==> src/design/pgls_pkg.sv <==
// package for the power-good and load-switch control block
`default_nettype none
package pgls_pkg;
  localparam int unsigned CLK_HZ = 10_000_000;
  localparam int unsigned MON_START_US = 5_000;
  localparam int unsigned MON_START_CYC = (MON_START_US * (CLK_HZ / 1_000_000));
  localparam int unsigned STROBE_EXTRA_US = 1_000;
  localparam int unsigned STROBE_EXTRA_CYC = (STROBE_EXTRA_US * (CLK_HZ / 1_000_000));
  localparam int unsigned UV_DEGLITCH_LOOSE_US = 1_000;
  localparam int unsigned UV_DEGLITCH_LOOSE_CYC = (UV_DEGLITCH_LOOSE_US * (CLK_HZ / 1_000_000));
  localparam int unsigned UV_DEGLITCH_TIGHT_US = 50;
  localparam int unsigned UV_DEGLITCH_TIGHT_CYC = (UV_DEGLITCH_TIGHT_US * (CLK_HZ / 1_000_000));
  localparam int unsigned DIP_WINDOW_US = 5_000;
  localparam int unsigned DIP_WINDOW_CYC = (DIP_WINDOW_US * (CLK_HZ / 1_000_000));
  localparam int unsigned RELEASE_UNIT_US = 1_000;
  localparam int unsigned RELEASE_UNIT_CYC = (RELEASE_UNIT_US * (CLK_HZ / 1_000_000));
  localparam int unsigned RAILS = 5;
  // register byte offsets
  localparam logic [7:0] OFF_ENABLE = 8'h00;
  localparam logic [7:0] OFF_SWCFG = 8'h04;
  localparam logic [7:0] OFF_SUPCFG = 8'h08;
  localparam logic [7:0] OFF_STATUS = 8'h0C;
  localparam logic [7:0] OFF_IRQ = 8'h10;
  // field positions in ENABLE: rails [4:0], switches [10:8]
  localparam int unsigned POS_RAIL_EN = 0;
  localparam int unsigned POS_SW_EN = 8;
  // field positions in SWCFG
  localparam int unsigned POS_DCHG = 0;
  localparam int unsigned POS_SHED = 4;
  localparam int unsigned POS_LIM2 = 8;
  localparam int unsigned POS_LIM3 = 10;
  // field positions in SUPCFG
  localparam int unsigned POS_TIGHT = 0;
  localparam int unsigned POS_DELAY = 4;
  // field positions in IRQ: overcurrent [2:0], fault [6:4]
  localparam int unsigned POS_OC = 0;
  localparam int unsigned POS_FLT = 4;
  localparam logic [31:0] RST_ENABLE = 32'h0000_0000;
  localparam logic [31:0] RST_SWCFG = 32'h0000_0000;
  localparam logic [31:0] RST_SUPCFG = 32'h0000_0010;
  localparam logic [31:0] BAD_ADDR_DATA = 32'h0000_0000;
  typedef struct packed {
    logic [2:0] on;
    logic [2:0] discharge;
  } pgls_sw_out_type;
  typedef struct packed {
    logic [2:0] limiting;
    logic [2:0] overtemp;
    logic in_low;
  } pgls_sw_in_type;
endpackage : pgls_pkg
`default_nettype wire

==> src/design/pgls_ctrl.sv <==
// power-good supervision and load switch control with wishbone registers
//
// The implementer's own choices: the register offsets and the Wishbone slave port.
`default_nettype none
module pgls_ctrl #(
  parameter int unsigned MON_START = pgls_pkg::MON_START_CYC,
  parameter int unsigned STROBE_EXTRA = pgls_pkg::STROBE_EXTRA_CYC,
  parameter int unsigned UV_LOOSE = pgls_pkg::UV_DEGLITCH_LOOSE_CYC,
  parameter int unsigned DIP_WINDOW = pgls_pkg::DIP_WINDOW_CYC,
  parameter int unsigned RELEASE_UNIT = pgls_pkg::RELEASE_UNIT_CYC
) (
  input wire logic CLK,
  input wire logic RSTN,
  input wire logic WB_CYC_I,
  input wire logic WB_STB_I,
  input wire logic WB_WE_I,
  input wire logic [7:0] WB_ADR_I,
  input wire logic [3:0] WB_SEL_I,
  input wire logic [31:0] WB_DAT_I,
  output logic [31:0] WB_DAT_O,
  output logic WB_ACK_O,
  input wire logic [4:0] RAIL_UV,
  input wire logic [4:0] RAIL_OV,
  input wire logic BACKUP_A_GOOD,
  input wire logic BACKUP_B_GOOD,
  input wire logic [2:0] SW_LIMITING,
  input wire logic [2:0] SW_OVERTEMP,
  input wire logic SW2_IN_LOW,
  input wire logic POWERFAIL_TRIP,
  input wire logic UVLO_TRIP,
  input wire logic BIAS_LOW,
  input wire logic SEQ_DONE,
  input wire logic SEQ_RAIL_STROBE,
  input wire logic SEQ_RAIL_EN,
  input wire logic SEQ_SW1_EN,
  input wire logic SEQ_SW1_STROBE,
  input wire logic SUSPEND_STATE,
  output logic MAIN_POWER_GOOD,
  output logic BACKUP_POWER_GOOD,
  output logic POWER_DOWN_REQ,
  output logic CORE_RESET,
  output logic SEQ_STROBE_READY,
  output logic [4:0] RAIL_EN,
  output logic [4:0] RAIL_DISCHARGE,
  output logic [2:0] SW_ON,
  output logic [2:0] SW_DISCHARGE,
  output logic [1:0] SW2_LIMIT,
  output logic [1:0] SW3_LIMIT
);
  // counts at 10 MHz exceed 4096, so held as 32-bit counters, the release counter as 36-bit
  typedef enum logic [2:0] {
    PGLS_OFF_STATE = 3'b001,
    PGLS_DELAY_STATE = 3'b010,
    PGLS_GOOD_STATE = 3'b100
  } pgls_state_type;

  // two-flop synchronisers for everything analog or from the pins
  // a pin moving near the edge may leave the first stage metastable;
  // only the second stage is read, so logic sees one settled level
  // every pin shares the same two-cycle latency
  logic [21:0] sync1_reg;
  logic [21:0] sync2_reg;
  always_ff @(posedge CLK or negedge RSTN) begin
    if (!RSTN) begin
      sync1_reg <= '0;
      sync2_reg <= '0;
    end else begin
      sync1_reg <= {RAIL_UV, RAIL_OV, BACKUP_A_GOOD, BACKUP_B_GOOD, SW_LIMITING, SW_OVERTEMP,
                    SW2_IN_LOW, POWERFAIL_TRIP, UVLO_TRIP, BIAS_LOW};
      sync2_reg <= sync1_reg;
    end
  end
  logic [4:0] uv_s;
  logic [4:0] ov_s;
  logic bua_s;
  logic bub_s;
  logic [2:0] lim_s;
  logic [2:0] ot_s;
  logic in_low_s;
  logic pf_s;
  logic uvlo_s;
  logic bias_s;
  assign {uv_s, ov_s, bua_s, bub_s, lim_s, ot_s, in_low_s, pf_s, uvlo_s, bias_s} = sync2_reg;

  // registers
  logic [4:0] rail_en_reg;
  logic [2:0] sw_en_reg;
  logic [2:0] dchg_reg;
  logic [2:0] shed_reg;
  logic [1:0] lim2_reg;
  logic [1:0] lim3_reg;
  logic tight_reg;
  logic [3:0] delay_reg;
  logic [2:0] oc_irq_reg;
  logic [2:0] flt_irq_reg;
  // power-down latch and main good state feed the status word,
  // so they are declared ahead of the bus answer
  logic pwr_down_reg;
  pgls_state_type state_reg;
  pgls_state_type state_next;
  logic wr_en;
  logic rd_en;
  assign wr_en = WB_CYC_I && WB_STB_I && WB_WE_I && !WB_ACK_O && WB_SEL_I[0];
  assign rd_en = WB_CYC_I && WB_STB_I && !WB_WE_I && !WB_ACK_O;

  function automatic logic hit(input logic [7:0] adr, input logic [7:0] off);
    hit = (adr == off);
  endfunction

  // wishbone answer: ack one cycle after strobe, dropped the next
  // the ack gate on wr_en and rd_en stops a held request acting twice
  // status reads show outputs one cycle old, invisible to software
  always_ff @(posedge CLK or negedge RSTN) begin
    if (!RSTN) begin
      WB_ACK_O <= 1'b0;
      WB_DAT_O <= '0;
    end else begin
      WB_ACK_O <= WB_CYC_I && WB_STB_I && !WB_ACK_O;
      if (rd_en) begin
        unique case (WB_ADR_I)
          pgls_pkg::OFF_ENABLE: WB_DAT_O <= {21'h0, sw_en_reg, 3'h0, rail_en_reg};
          pgls_pkg::OFF_SWCFG: WB_DAT_O <= {20'h0, lim3_reg, lim2_reg, 1'b0, shed_reg, 1'b0, dchg_reg};
          pgls_pkg::OFF_SUPCFG: WB_DAT_O <= {24'h0, delay_reg, 3'h0, tight_reg};
          pgls_pkg::OFF_STATUS: WB_DAT_O <= {26'h0, pwr_down_reg, BACKUP_POWER_GOOD, MAIN_POWER_GOOD,
                                             (state_reg == PGLS_GOOD_STATE), in_low_s, pf_s};
          pgls_pkg::OFF_IRQ: WB_DAT_O <= {25'h0, flt_irq_reg, 1'b0, oc_irq_reg};
          default: WB_DAT_O <= pgls_pkg::BAD_ADDR_DATA;
        endcase
      end
    end
  end

  // software and sequencer writes to enables; hardware clears win over both
  // a later assignment in this process wins over an earlier one,
  // so powerfail shedding overrides both the bus and the sequencer
  // limitation: a bus write to enables during a sequencer rail strobe is lost
  always_ff @(posedge CLK or negedge RSTN) begin
    if (!RSTN) begin
      rail_en_reg <= pgls_pkg::RST_ENABLE[4:0];
      sw_en_reg <= pgls_pkg::RST_ENABLE[10:8];
    end else if (bias_s) begin
      rail_en_reg <= '0;
      sw_en_reg <= '0;
    end else begin
      if (wr_en && hit(WB_ADR_I, pgls_pkg::OFF_ENABLE) && !SEQ_RAIL_STROBE) begin
        rail_en_reg <= WB_DAT_I[pgls_pkg::POS_RAIL_EN +: 5];
        sw_en_reg <= WB_DAT_I[pgls_pkg::POS_SW_EN +: 3];
      end
      if (SEQ_RAIL_STROBE) begin
        rail_en_reg <= SEQ_RAIL_EN ? (rail_en_reg | next_rail(rail_en_reg)) : 5'h0_0;
      end
      if (SEQ_SW1_STROBE) begin
        sw_en_reg[0] <= SEQ_SW1_EN;
      end
      // only shed switches drop, and stay off until rewritten
      if (pf_s) begin
        sw_en_reg <= sw_en_reg & ~shed_reg;
      end
    end
  end

  // sequencer enables lowest still-off rail on each strobe with SEQ_RAIL_EN set; a strobe with it clear turns all rails off
  function automatic logic [4:0] next_rail(input logic [4:0] en);
    next_rail = (~en) & (en + 5'h0_1);
  endfunction

  always_ff @(posedge CLK or negedge RSTN) begin
    if (!RSTN) begin
      dchg_reg <= pgls_pkg::RST_SWCFG[2:0];
      shed_reg <= pgls_pkg::RST_SWCFG[6:4];
      lim2_reg <= pgls_pkg::RST_SWCFG[9:8];
      lim3_reg <= pgls_pkg::RST_SWCFG[11:10];
      tight_reg <= pgls_pkg::RST_SUPCFG[0];
      delay_reg <= pgls_pkg::RST_SUPCFG[7:4];
    end else if (wr_en && hit(WB_ADR_I, pgls_pkg::OFF_SWCFG)) begin
      dchg_reg <= WB_DAT_I[pgls_pkg::POS_DCHG +: 3];
      shed_reg <= WB_DAT_I[pgls_pkg::POS_SHED +: 3];
      lim2_reg <= WB_DAT_I[pgls_pkg::POS_LIM2 +: 2];
      lim3_reg <= WB_DAT_I[pgls_pkg::POS_LIM3 +: 2];
    end else if (wr_en && hit(WB_ADR_I, pgls_pkg::OFF_SUPCFG)) begin
      tight_reg <= WB_DAT_I[pgls_pkg::POS_TIGHT];
      delay_reg <= WB_DAT_I[pgls_pkg::POS_DELAY +: 4];
    end
  end

  // switch fault sources: overtemperature, and input low for the five-volt one
  logic [2:0] sw_held;
  assign sw_held = ot_s | {1'b0, in_low_s, 1'b0};

  // sticky flags, write one to clear, set wins over clear
  // a clear landing with a new event leaves the flag set,
  // so software never loses an event it has not yet seen
  always_ff @(posedge CLK or negedge RSTN) begin
    if (!RSTN) begin
      oc_irq_reg <= '0;
      flt_irq_reg <= '0;
    end else begin
      logic [2:0] oc_clr;
      logic [2:0] flt_clr;
      oc_clr = (wr_en && hit(WB_ADR_I, pgls_pkg::OFF_IRQ)) ? WB_DAT_I[pgls_pkg::POS_OC +: 3] : 3'h0;
      flt_clr = (wr_en && hit(WB_ADR_I, pgls_pkg::OFF_IRQ)) ? WB_DAT_I[pgls_pkg::POS_FLT +: 3] : 3'h0;
      oc_irq_reg <= (oc_irq_reg & ~oc_clr) | (lim_s & sw_en_reg);
      flt_irq_reg <= (flt_irq_reg & ~flt_clr) | (sw_held & sw_en_reg);
    end
  end

  // switch drive; limiting switch stays on
  always_ff @(posedge CLK or negedge RSTN) begin
    if (!RSTN) begin
      SW_ON <= '0;
      SW_DISCHARGE <= '0;
      SW2_LIMIT <= '0;
      SW3_LIMIT <= '0;
    end else begin
      SW_ON <= sw_en_reg & ~sw_held;
      SW_DISCHARGE <= dchg_reg & ~(sw_en_reg & ~sw_held);
      SW2_LIMIT <= lim2_reg;
      SW3_LIMIT <= lim3_reg;
    end
  end

  // per-rail start-up mask and fault deglitch counters
  // counters saturate at their limit rather than wrap, so a long
  // excursion cannot roll over and look like a recovery
  // trade-off: wide counters per rail cost area but fit any parameter
  logic [31:0] mon_cnt_reg [pgls_pkg::RAILS];
  logic [31:0] dg_cnt_reg [pgls_pkg::RAILS];
  logic [4:0] monitored;
  logic [4:0] rail_fault;
  logic [31:0] dg_limit;
  assign dg_limit = tight_reg ? pgls_pkg::UV_DEGLITCH_TIGHT_CYC : UV_LOOSE;
  for (genvar i = 0; i < pgls_pkg::RAILS; i++) begin : g_rail
    logic out_of_range;
    assign out_of_range = uv_s[i] | (tight_reg & ov_s[i]);
    assign monitored[i] = rail_en_reg[i] && (mon_cnt_reg[i] >= MON_START);
    assign rail_fault[i] = monitored[i] && (dg_cnt_reg[i] >= dg_limit);
    always_ff @(posedge CLK or negedge RSTN) begin
      if (!RSTN) begin
        mon_cnt_reg[i] <= '0;
        dg_cnt_reg[i] <= '0;
      end else begin
        if (!rail_en_reg[i]) begin
          mon_cnt_reg[i] <= '0;
        end else if (mon_cnt_reg[i] < MON_START) begin
          mon_cnt_reg[i] <= mon_cnt_reg[i] + 32'h0000_0001;
        end
        if (!monitored[i] || !out_of_range) begin
          dg_cnt_reg[i] <= '0;
        end else if (dg_cnt_reg[i] < dg_limit) begin
          dg_cnt_reg[i] <= dg_cnt_reg[i] + 32'h0000_0001;
        end
      end
    end
  end

  // lockout dip: shut down only if input stays low 5 ms
  // a dip shorter than the window leaves no trace; the count
  // restarts from zero on every recovery
  logic [31:0] dip_cnt_reg;
  always_ff @(posedge CLK or negedge RSTN) begin
    if (!RSTN) begin
      dip_cnt_reg <= '0;
    end else if (!uvlo_s) begin
      dip_cnt_reg <= '0;
    end else if (dip_cnt_reg < DIP_WINDOW) begin
      dip_cnt_reg <= dip_cnt_reg + 32'h0000_0001;
    end
  end

  // power-down request from rail fault, lockout or bias loss; powerfail is not tied in here
  logic pd_cause;
  assign pd_cause = (|rail_fault) || (dip_cnt_reg >= DIP_WINDOW) || bias_s;
  always_ff @(posedge CLK or negedge RSTN) begin
    if (!RSTN) begin
      pwr_down_reg <= 1'b0;
    end else if (pd_cause) begin
      pwr_down_reg <= 1'b1;
    end else if (rail_en_reg == 5'h0_0) begin
      pwr_down_reg <= 1'b0;
    end
  end

  // strobe wait: rail good, then the extra 1 ms, before next strobe
  // ready is withheld while any enabled rail is under its threshold,
  // so a slow rail stretches the sequence instead of being skipped
  logic [31:0] strobe_cnt_reg;
  logic last_good;
  assign last_good = ((rail_en_reg & uv_s) == 5'h0_0);
  always_ff @(posedge CLK or negedge RSTN) begin
    if (!RSTN) begin
      strobe_cnt_reg <= '0;
    end else if (SEQ_RAIL_STROBE || !last_good) begin
      strobe_cnt_reg <= '0;
    end else if (strobe_cnt_reg < STROBE_EXTRA) begin
      strobe_cnt_reg <= strobe_cnt_reg + 32'h0000_0001;
    end
  end

  // main good state machine
  // good is registered from the next state, so it drops at the same
  // edge as the state and shows no stale cycle of good
  logic [35:0] rel_cnt_reg;
  logic force_low;
  assign force_low = (rail_en_reg == 5'h0_0) || pwr_down_reg || pd_cause || SUSPEND_STATE;
  always_comb begin
    state_next = state_reg;
    unique case (state_reg)
      PGLS_OFF_STATE: if (!force_low && SEQ_DONE) state_next = PGLS_DELAY_STATE;
      PGLS_DELAY_STATE: begin
        if (force_low) state_next = PGLS_OFF_STATE;
        else if (rel_cnt_reg >= 36'(delay_reg) * 36'(RELEASE_UNIT)) state_next = PGLS_GOOD_STATE;
      end
      PGLS_GOOD_STATE: if (force_low) state_next = PGLS_OFF_STATE;
      default: state_next = PGLS_OFF_STATE;
    endcase
  end
  always_ff @(posedge CLK or negedge RSTN) begin
    if (!RSTN) begin
      state_reg <= PGLS_OFF_STATE;
      rel_cnt_reg <= '0;
    end else begin
      state_reg <= state_next;
      rel_cnt_reg <= (state_reg == PGLS_DELAY_STATE) ? rel_cnt_reg + 36'h0_0000_0001 : 36'h0_0000_0000;
    end
  end

  // outputs; backup good is a plain and, isolated from the rest
  always_ff @(posedge CLK or negedge RSTN) begin
    if (!RSTN) begin
      MAIN_POWER_GOOD <= 1'b0;
      BACKUP_POWER_GOOD <= 1'b0;
      POWER_DOWN_REQ <= 1'b0;
      CORE_RESET <= 1'b0;
      SEQ_STROBE_READY <= 1'b0;
      RAIL_EN <= '0;
      RAIL_DISCHARGE <= '0;
    end else begin
      MAIN_POWER_GOOD <= (state_next == PGLS_GOOD_STATE);
      BACKUP_POWER_GOOD <= bua_s & bub_s;
      POWER_DOWN_REQ <= pwr_down_reg | pd_cause;
      CORE_RESET <= bias_s;
      SEQ_STROBE_READY <= last_good && (strobe_cnt_reg >= STROBE_EXTRA);
      RAIL_EN <= rail_en_reg;
      RAIL_DISCHARGE <= bias_s ? 5'h1_F : ~rail_en_reg;
    end
  end
endmodule // pgls_ctrl
`default_nettype wire

==> config.mk <==
export PLATFORM = sky130hd
export DESIGN_NAME = pgls_ctrl
export DESIGN_NICKNAME = d
export VERILOG_FILES = /design/src/design/pgls_pkg.sv /design/src/design/pgls_ctrl.sv
export SDC_FILE = /design/constraint.sdc
export NUM_CORES = 1
export LEC_CHECK = 0
export BUFFER_PORTS_ARGS = -buffer_cell sky130_fd_sc_hd__buf_2
export CAP_MARGIN = 20
export CORE_AREA = 2 2 254 256
export CTS_BUF_LIST = sky130_fd_sc_hd__clkbuf_8
export DETAILED_ROUTE_END_ITERATION = 10
export DIE_AREA = 0 0 256 258
export PLACE_DENSITY = 0.61
export SLEW_MARGIN = 20
export SYNTH_ARGS = -nofsm -noshare
export SYNTH_HDL_FRONTEND = slang
export SYNTH_SLANG_ARGS = --single-unit
==> constraint.sdc <==
create_clock -name CLK -period 8.3 [get_ports CLK]
set_input_delay 0.83 -clock CLK [delete_from_list [all_inputs] [get_ports CLK]]
set_output_delay 0.83 -clock CLK [all_outputs]
set_load 0.01 [all_outputs]
Word-level counts from Yosys, hierarchy flattened. Cells that the tools add are included. Widths: inputs -> output; s select.

Add/sub/neg operators: 14. Multiply operators: 1. Magnitude comparators: 25. Equal/unequal tests: 14. Mux-type cells: 45. Bitwise logic cells: 32. Reductions and logical operators: 65.

Operator list (number): $mux 32 (24); $add 32x1->32 const B (12); $ge 32x16->1 const B (6); $lt 32x16->1 const B (6); $ge 32x14->1 (5); $lt 32x14->1 (5); $pmux 12 s5 (1); $add 36x1->36 const B (1); $ge 36x18->1 (1); $mux 36 (1); $ge 32x14->1 const B (1); $lt 32x14->1 const B (1); $mux 3 (9); $mux 5 (5); $logic_and 1x1->1 (24); $and 3x3->3 (7); $eq 8x4->1 const B (2); $logic_not 1->1 (15); $not 3->3 (5); $mul 4x10->14 const B (1); $mux 14 (1); $reduce_bool 2->1 (7); $ne 2x1->1 const B (6); $logic_or 1x1->1 (11); 22 further kinds (39).

Flip-flop bits (word level): 555. Input bits: 77. Output and inout bits: 58. Word-level logic and storage cells: 237.

Depth between registers and ports, before layout.
Depth in word-level cells: 13. Depth in mapped cells: 17. Depth with buffers taken out: 17.

Least setup slack after synthesis. Ideal clock, no wire load.

Kind: reg-to-reg. Start point: register delay_reg[1]. End point: register MAIN_POWER_GOOD. Arrival time: 3678 ps. Required time: 8231 ps. Setup slack: 4553 ps. Cell stages (with the launch flop): 17. Path buffers: 0. Clock period less this slack: 3747 ps. Cell sequence: dfrtp_1 fa_1 ha_1 inv_1 fa_1 nor2b_1 o21ai_0 a21oi_1 o21ai_0 xnor2_1 ha_1 nand2_1 nor4_1 o311ai_1 a311oi_1 o21a_1 and4_1.

Longest elaborated chain between the ends: 6.

Ends and longest elaborated chain: start: declaration (line pgls_ctrl.sv:93) `logic [3:0] delay_reg;`; start signal: assignment (line pgls_ctrl.sv:174) `delay_reg <= pgls_pkg::RST_SUPCFG[7:4];`; start signal: assignment (line pgls_ctrl.sv:182) `delay_reg <= WB_DAT_I[pgls_pkg::POS_DELAY +: 4];`; $mul 4x10->14 (line pgls_ctrl.sv:311) `else if (rel_cnt_reg >= 36'(delay_reg) * 36'(RELEASE_UNIT)) state_next = PGLS_GOOD_STATE;`; $ge 36x18->1 (line pgls_ctrl.sv:311); $mux 3 (line pgls_ctrl.sv:311); $mux 3 (line pgls_ctrl.sv:310) `if (force_low) state_next = PGLS_OFF_STATE;`; $pmux 3 s3 (line pgls_ctrl.sv:307) `unique case (state_reg)`; $eq 3x3->1 (line pgls_ctrl.sv:338) `MAIN_POWER_GOOD <= (state_next == PGLS_GOOD_STATE);`; end signal: assignment (line pgls_ctrl.sv:338); end: declaration (line pgls_ctrl.sv:38) `output logic MAIN_POWER_GOOD,`.

No other way between the ends. A chain may end at the register's enable or synchronous reset.

Worst setup path in the final report.
Start point: register delay_reg[1]. End point: register state_reg[2].

Longest elaborated chain between the ends: 5.

Ends and longest elaborated chain: $mul 4x10->14 (line pgls_ctrl.sv:311); $ge 36x18->1 (line pgls_ctrl.sv:311); $mux 3 (line pgls_ctrl.sv:311); $mux 3 (line pgls_ctrl.sv:310); $pmux 3 s3 (line pgls_ctrl.sv:307); net state_next[2] (line pgls_ctrl.sv:100) `pgls_state_type state_next;`; end signal: assignment (line pgls_ctrl.sv:322) `state_reg <= state_next;`; end: declaration (line pgls_ctrl.sv:99) `pgls_state_type state_reg;`.

The timed path passes the listed nets, and every way through them passes these cells.

==> impl_metrics.tcl <==
set metrics [dict create \
    status "complete, no violations" \
    finalCoreUtilization_pct 43.5 \
    post-dp-hpwl_um 34900 \
    ys.flop_type "dfrtp_1" \
    power_frac_comb_pct 2.4 \
    switchingPower_w 0.00120 \
    p_sw_share_pct 23.0 \
    grt_max_degree 175 \
    dr.pass1.iters 5 \
    pwr-share-clk_pct 46.6 \
    crit_type "reg2reg" \
    synth-seq-area-share_pct 54.9 \
    overflow 0 \
    cts_setup_buffers 0 \
    wl_met2_um 23800 \
    cts_sinks 535 \
    async_flop_share_pct 100 \
    final-hold-violation-count 0 \
    wl_met1_um 24300 \
    synthesis.area_sq_um 24400 \
    clk_pin_slew_ns 0.06 \
    final.period_utilization_pct 51.5 \
    syn_area_per_cell_sq_um 10.7 \
    grt_usage_pct 15.8 \
    grt_first_pass_wirelength_um 86800 \
    worst_setup_path_end_kind "flop" \
    fin_setup_tns_ns 0 \
    p_per_area_nw_per_um2 188 \
    max_slew_margin_pct 33.4 \
    vias 16900 \
    rsz0062_at_grt "false" \
    initial_utilization_pct 38.3 \
    yosys.area.top_type "dfrtp_1" \
    max-clock-path-buffers 3 \
    antenna_found_initial 1 \
    die_area_sq_um 66000 \
    wl_per_cell_um 15.5 \
    crit_required_ns 8.91 \
    tightest_slew_ns 0.999 \
    final_max_slew_viol_count 0 \
    internal_power_w 0.00400 \
    drc 0 \
    cp-start-kind "flop" \
    fp-row-count 93 \
    drive_gt1_share_pct 11.3 \
    hold_buffers 0 \
    clock-root-buffer "clkbuf_8" \
    cts_max_level 3 \
    ff2ff_path_depth 16 \
    finalSetupViolations 0 \
    yosys_warnings 0 \
    viasPerCell 5.09 \
    path_max_fanout 8 \
    peakVddDrop_v 0.000103 \
    place_congestion 0.828 \
    area_growth_syn_to_layout_pct 13.4 \
    die_height_um 258 \
    synth_top_area_share_pct 54.6 \
    io_pins 135 \
    cap_violations 0 \
    synth.ff_latch_count 535 \
    synth_area_leaders "dfrtp_1, and2_1, ha_1, nor2_1, xnor2_1" \
    min_period_ns 4.27 \
    die_w_um 256 \
    numPortBuffers 91 \
    grt_pass1_vias 17100 \
    fin_nets 2572 \
    core_region_area_sq_um 63600 \
    cts_made_buffers 89 \
    insertion_delay_ns 0.68 \
    pwr-share-seq_pct 50.9 \
    max_clock_freq_ghz 0.234 \
    synth_cells 2271 \
    cts_resized 0 \
    yosysUniqueCellTypes 82 \
    drt_wl_total_um 51400 \
    total_leakage_power_nw 12.7 \
    wl_met3_um 2290 \
    fin_skew_ns 0.0293 \
    drt_iter0_markers 1142 \
    crit_arrival_ns 4.88 \
    synth_edf_count 0 \
    drtAntennaViolNets 0 \
    highest_layer "met4" \
    hp-class "in2async" \
    cts_tree "built" \
]
-- cell families (layout without fill, tap and decap cells) --
| logic type | after synthesis | in the layout | share of synthesized area (%) |
|---|---|---|---|
| AND/OR/NAND/NOR | 1041 | 1041 | 23.6 |
| flip-flops | 535 | 535 | 54.9 |
| AO/OA/AOI/OAI | 233 | 233 | 6.40 |
| buffers and inverters | 172 | 352 | 2.97 |
| XOR/XNOR | 154 | 154 | 5.53 |
| adder cells (fa/ha/maj) | 91 | 91 | 4.76 |
| multiplexers | 44 | 44 | 1.89 |
| other | 1 | 21 | 0.0154 |
-- power groups by stage --
stage	clock network, W	logic (W)	registers [W]
2_1_floorplan	0	0.0000490	0.00269
3_3_place_gp	0	0.000127	0.00269
3_5_place_dp	0	0.000131	0.00269
4_1_cts	0.00251	0.000131	0.00265
5_1_grt	0.00263	0.000146	0.00265
6_report	0.00242	0.000126	0.00265
-- metal layers --
layer  vias up  global-route usage (%)
met5         -                       0
met4         0                    5.47
met3        67                    3.34
met2       290                    24.8
met1      8389                    21.7
li1       8167                       -
-- worst paths after layout --
kind	start	endpoint	slack [ns]
min in group CLK	SW_OVERTEMP[2]	sync1_reg[6]	0.25
hold / removal	RSTN	mon_cnt_reg[10]	0.21
hold reg to reg	sync1_reg[1]	sync2_reg[1]	0.34
setup reg to reg	delay_reg[1]	state_reg[2]	4.03
setup / recovery	delay_reg[1]	state_reg[2]	4.03
max in group asynchronous	RSTN	rel_cnt_reg[28]	6.57
-- through the flow --
stage | power [W] | worst slack, ns | hold WS, ns | std cells | area (sq um)
after floorplan | 0.00273 | 4.55 | 0.331 | 2290 | 24500
after global placement | 0.00282 | 4.10 | 0.333 | 3166 | 25800
after detailed placement | 0.00282 | 4.03 | 0.335 | 3167 | 25800
after CTS | 0.00529 | 3.99 | 0.182 | 3324 | 27700
after global routing | 0.00543 | 3.64 | 0.200 | 3326 | 27700
final | 0.00520 | 4.03 | 0.215 | 3326 | 27700
-- synth_stat cells, drive strengths merged (6+ instances only) --
master / instances
xor2: 72
a31oi: 10
nor3: 48
nor2b: 17
and3: 44
o21ai: 50
and2: 227
a21boi: 6
buf: 24
or2: 6
nand3b: 6
nand4: 82
dfrtp: 533
mux2i: 27
clkbuf: 64
xnor2: 82
a22o: 11
a211oi: 8
nand2b: 31
inv: 82
or4: 22
nand3: 73
o21a: 18
nor4: 86
mux2: 17
a2111oi: 8
nor2: 193
a21oi: 61
o211ai: 7
and4: 30
ha: 88
o31ai: 9
or3: 21
nand2: 139
-- critical path, cell delays in order (launching register included) --
cell and delay [ns]:
dfrtp_1 0.50, fa_1 0.53, ha_1 0.33, inv_1 0.06
fa_1 0.44, nor2b_1 0.14, o21ai_0 0.11, a21oi_1 0.19
o21ai_0 0.12, xnor2_1 0.17, ha_1 0.28, nand2_1 0.06
nor4_1 0.36, o311ai_1 0.21, a311oi_1 0.35, o21a_1 0.17
and4_1 0.19
-- layout make-up --
cell class,count,area [sq um]
Clock buffer,111,1530
Multi-Input combinational cell,1583,10400
Sequential cell,535,13400
Inverter,84,315
Timing Repair Buffer,111,648
Fill cell,5959,36000
Clock inverter,46,349
Tap cell,855,1070
Antenna cell,1,2.50
-- layout by cell type (no fill, tap or decap), types with 9 or more instances in the layout --
cell	count
buf_2	90
and4_1	30
mux2i_1	27
clkinv_2	20
o31ai_1	9
nand3_1	73
a21oi_1	60
nor2_1	193
a22o_1	11
dfrtp_1	533
o21a_1	18
o21ai_1	18
or3_1	21
nor2b_1	17
and3_1	44
clkbuf_8	111
o21ai_0	32
inv_1	97
nor3_1	44
nand4_1	80
buf_4	17
nand2b_1	31
nand2_1	139
ha_1	88
xor2_1	72
nor4_1	79
conb_1	20
xnor2_1	82
mux2_1	13
a31oi_1	10
and2_1	226
or4_1	22
Note: power is estimated with default switching activity, not from simulation.
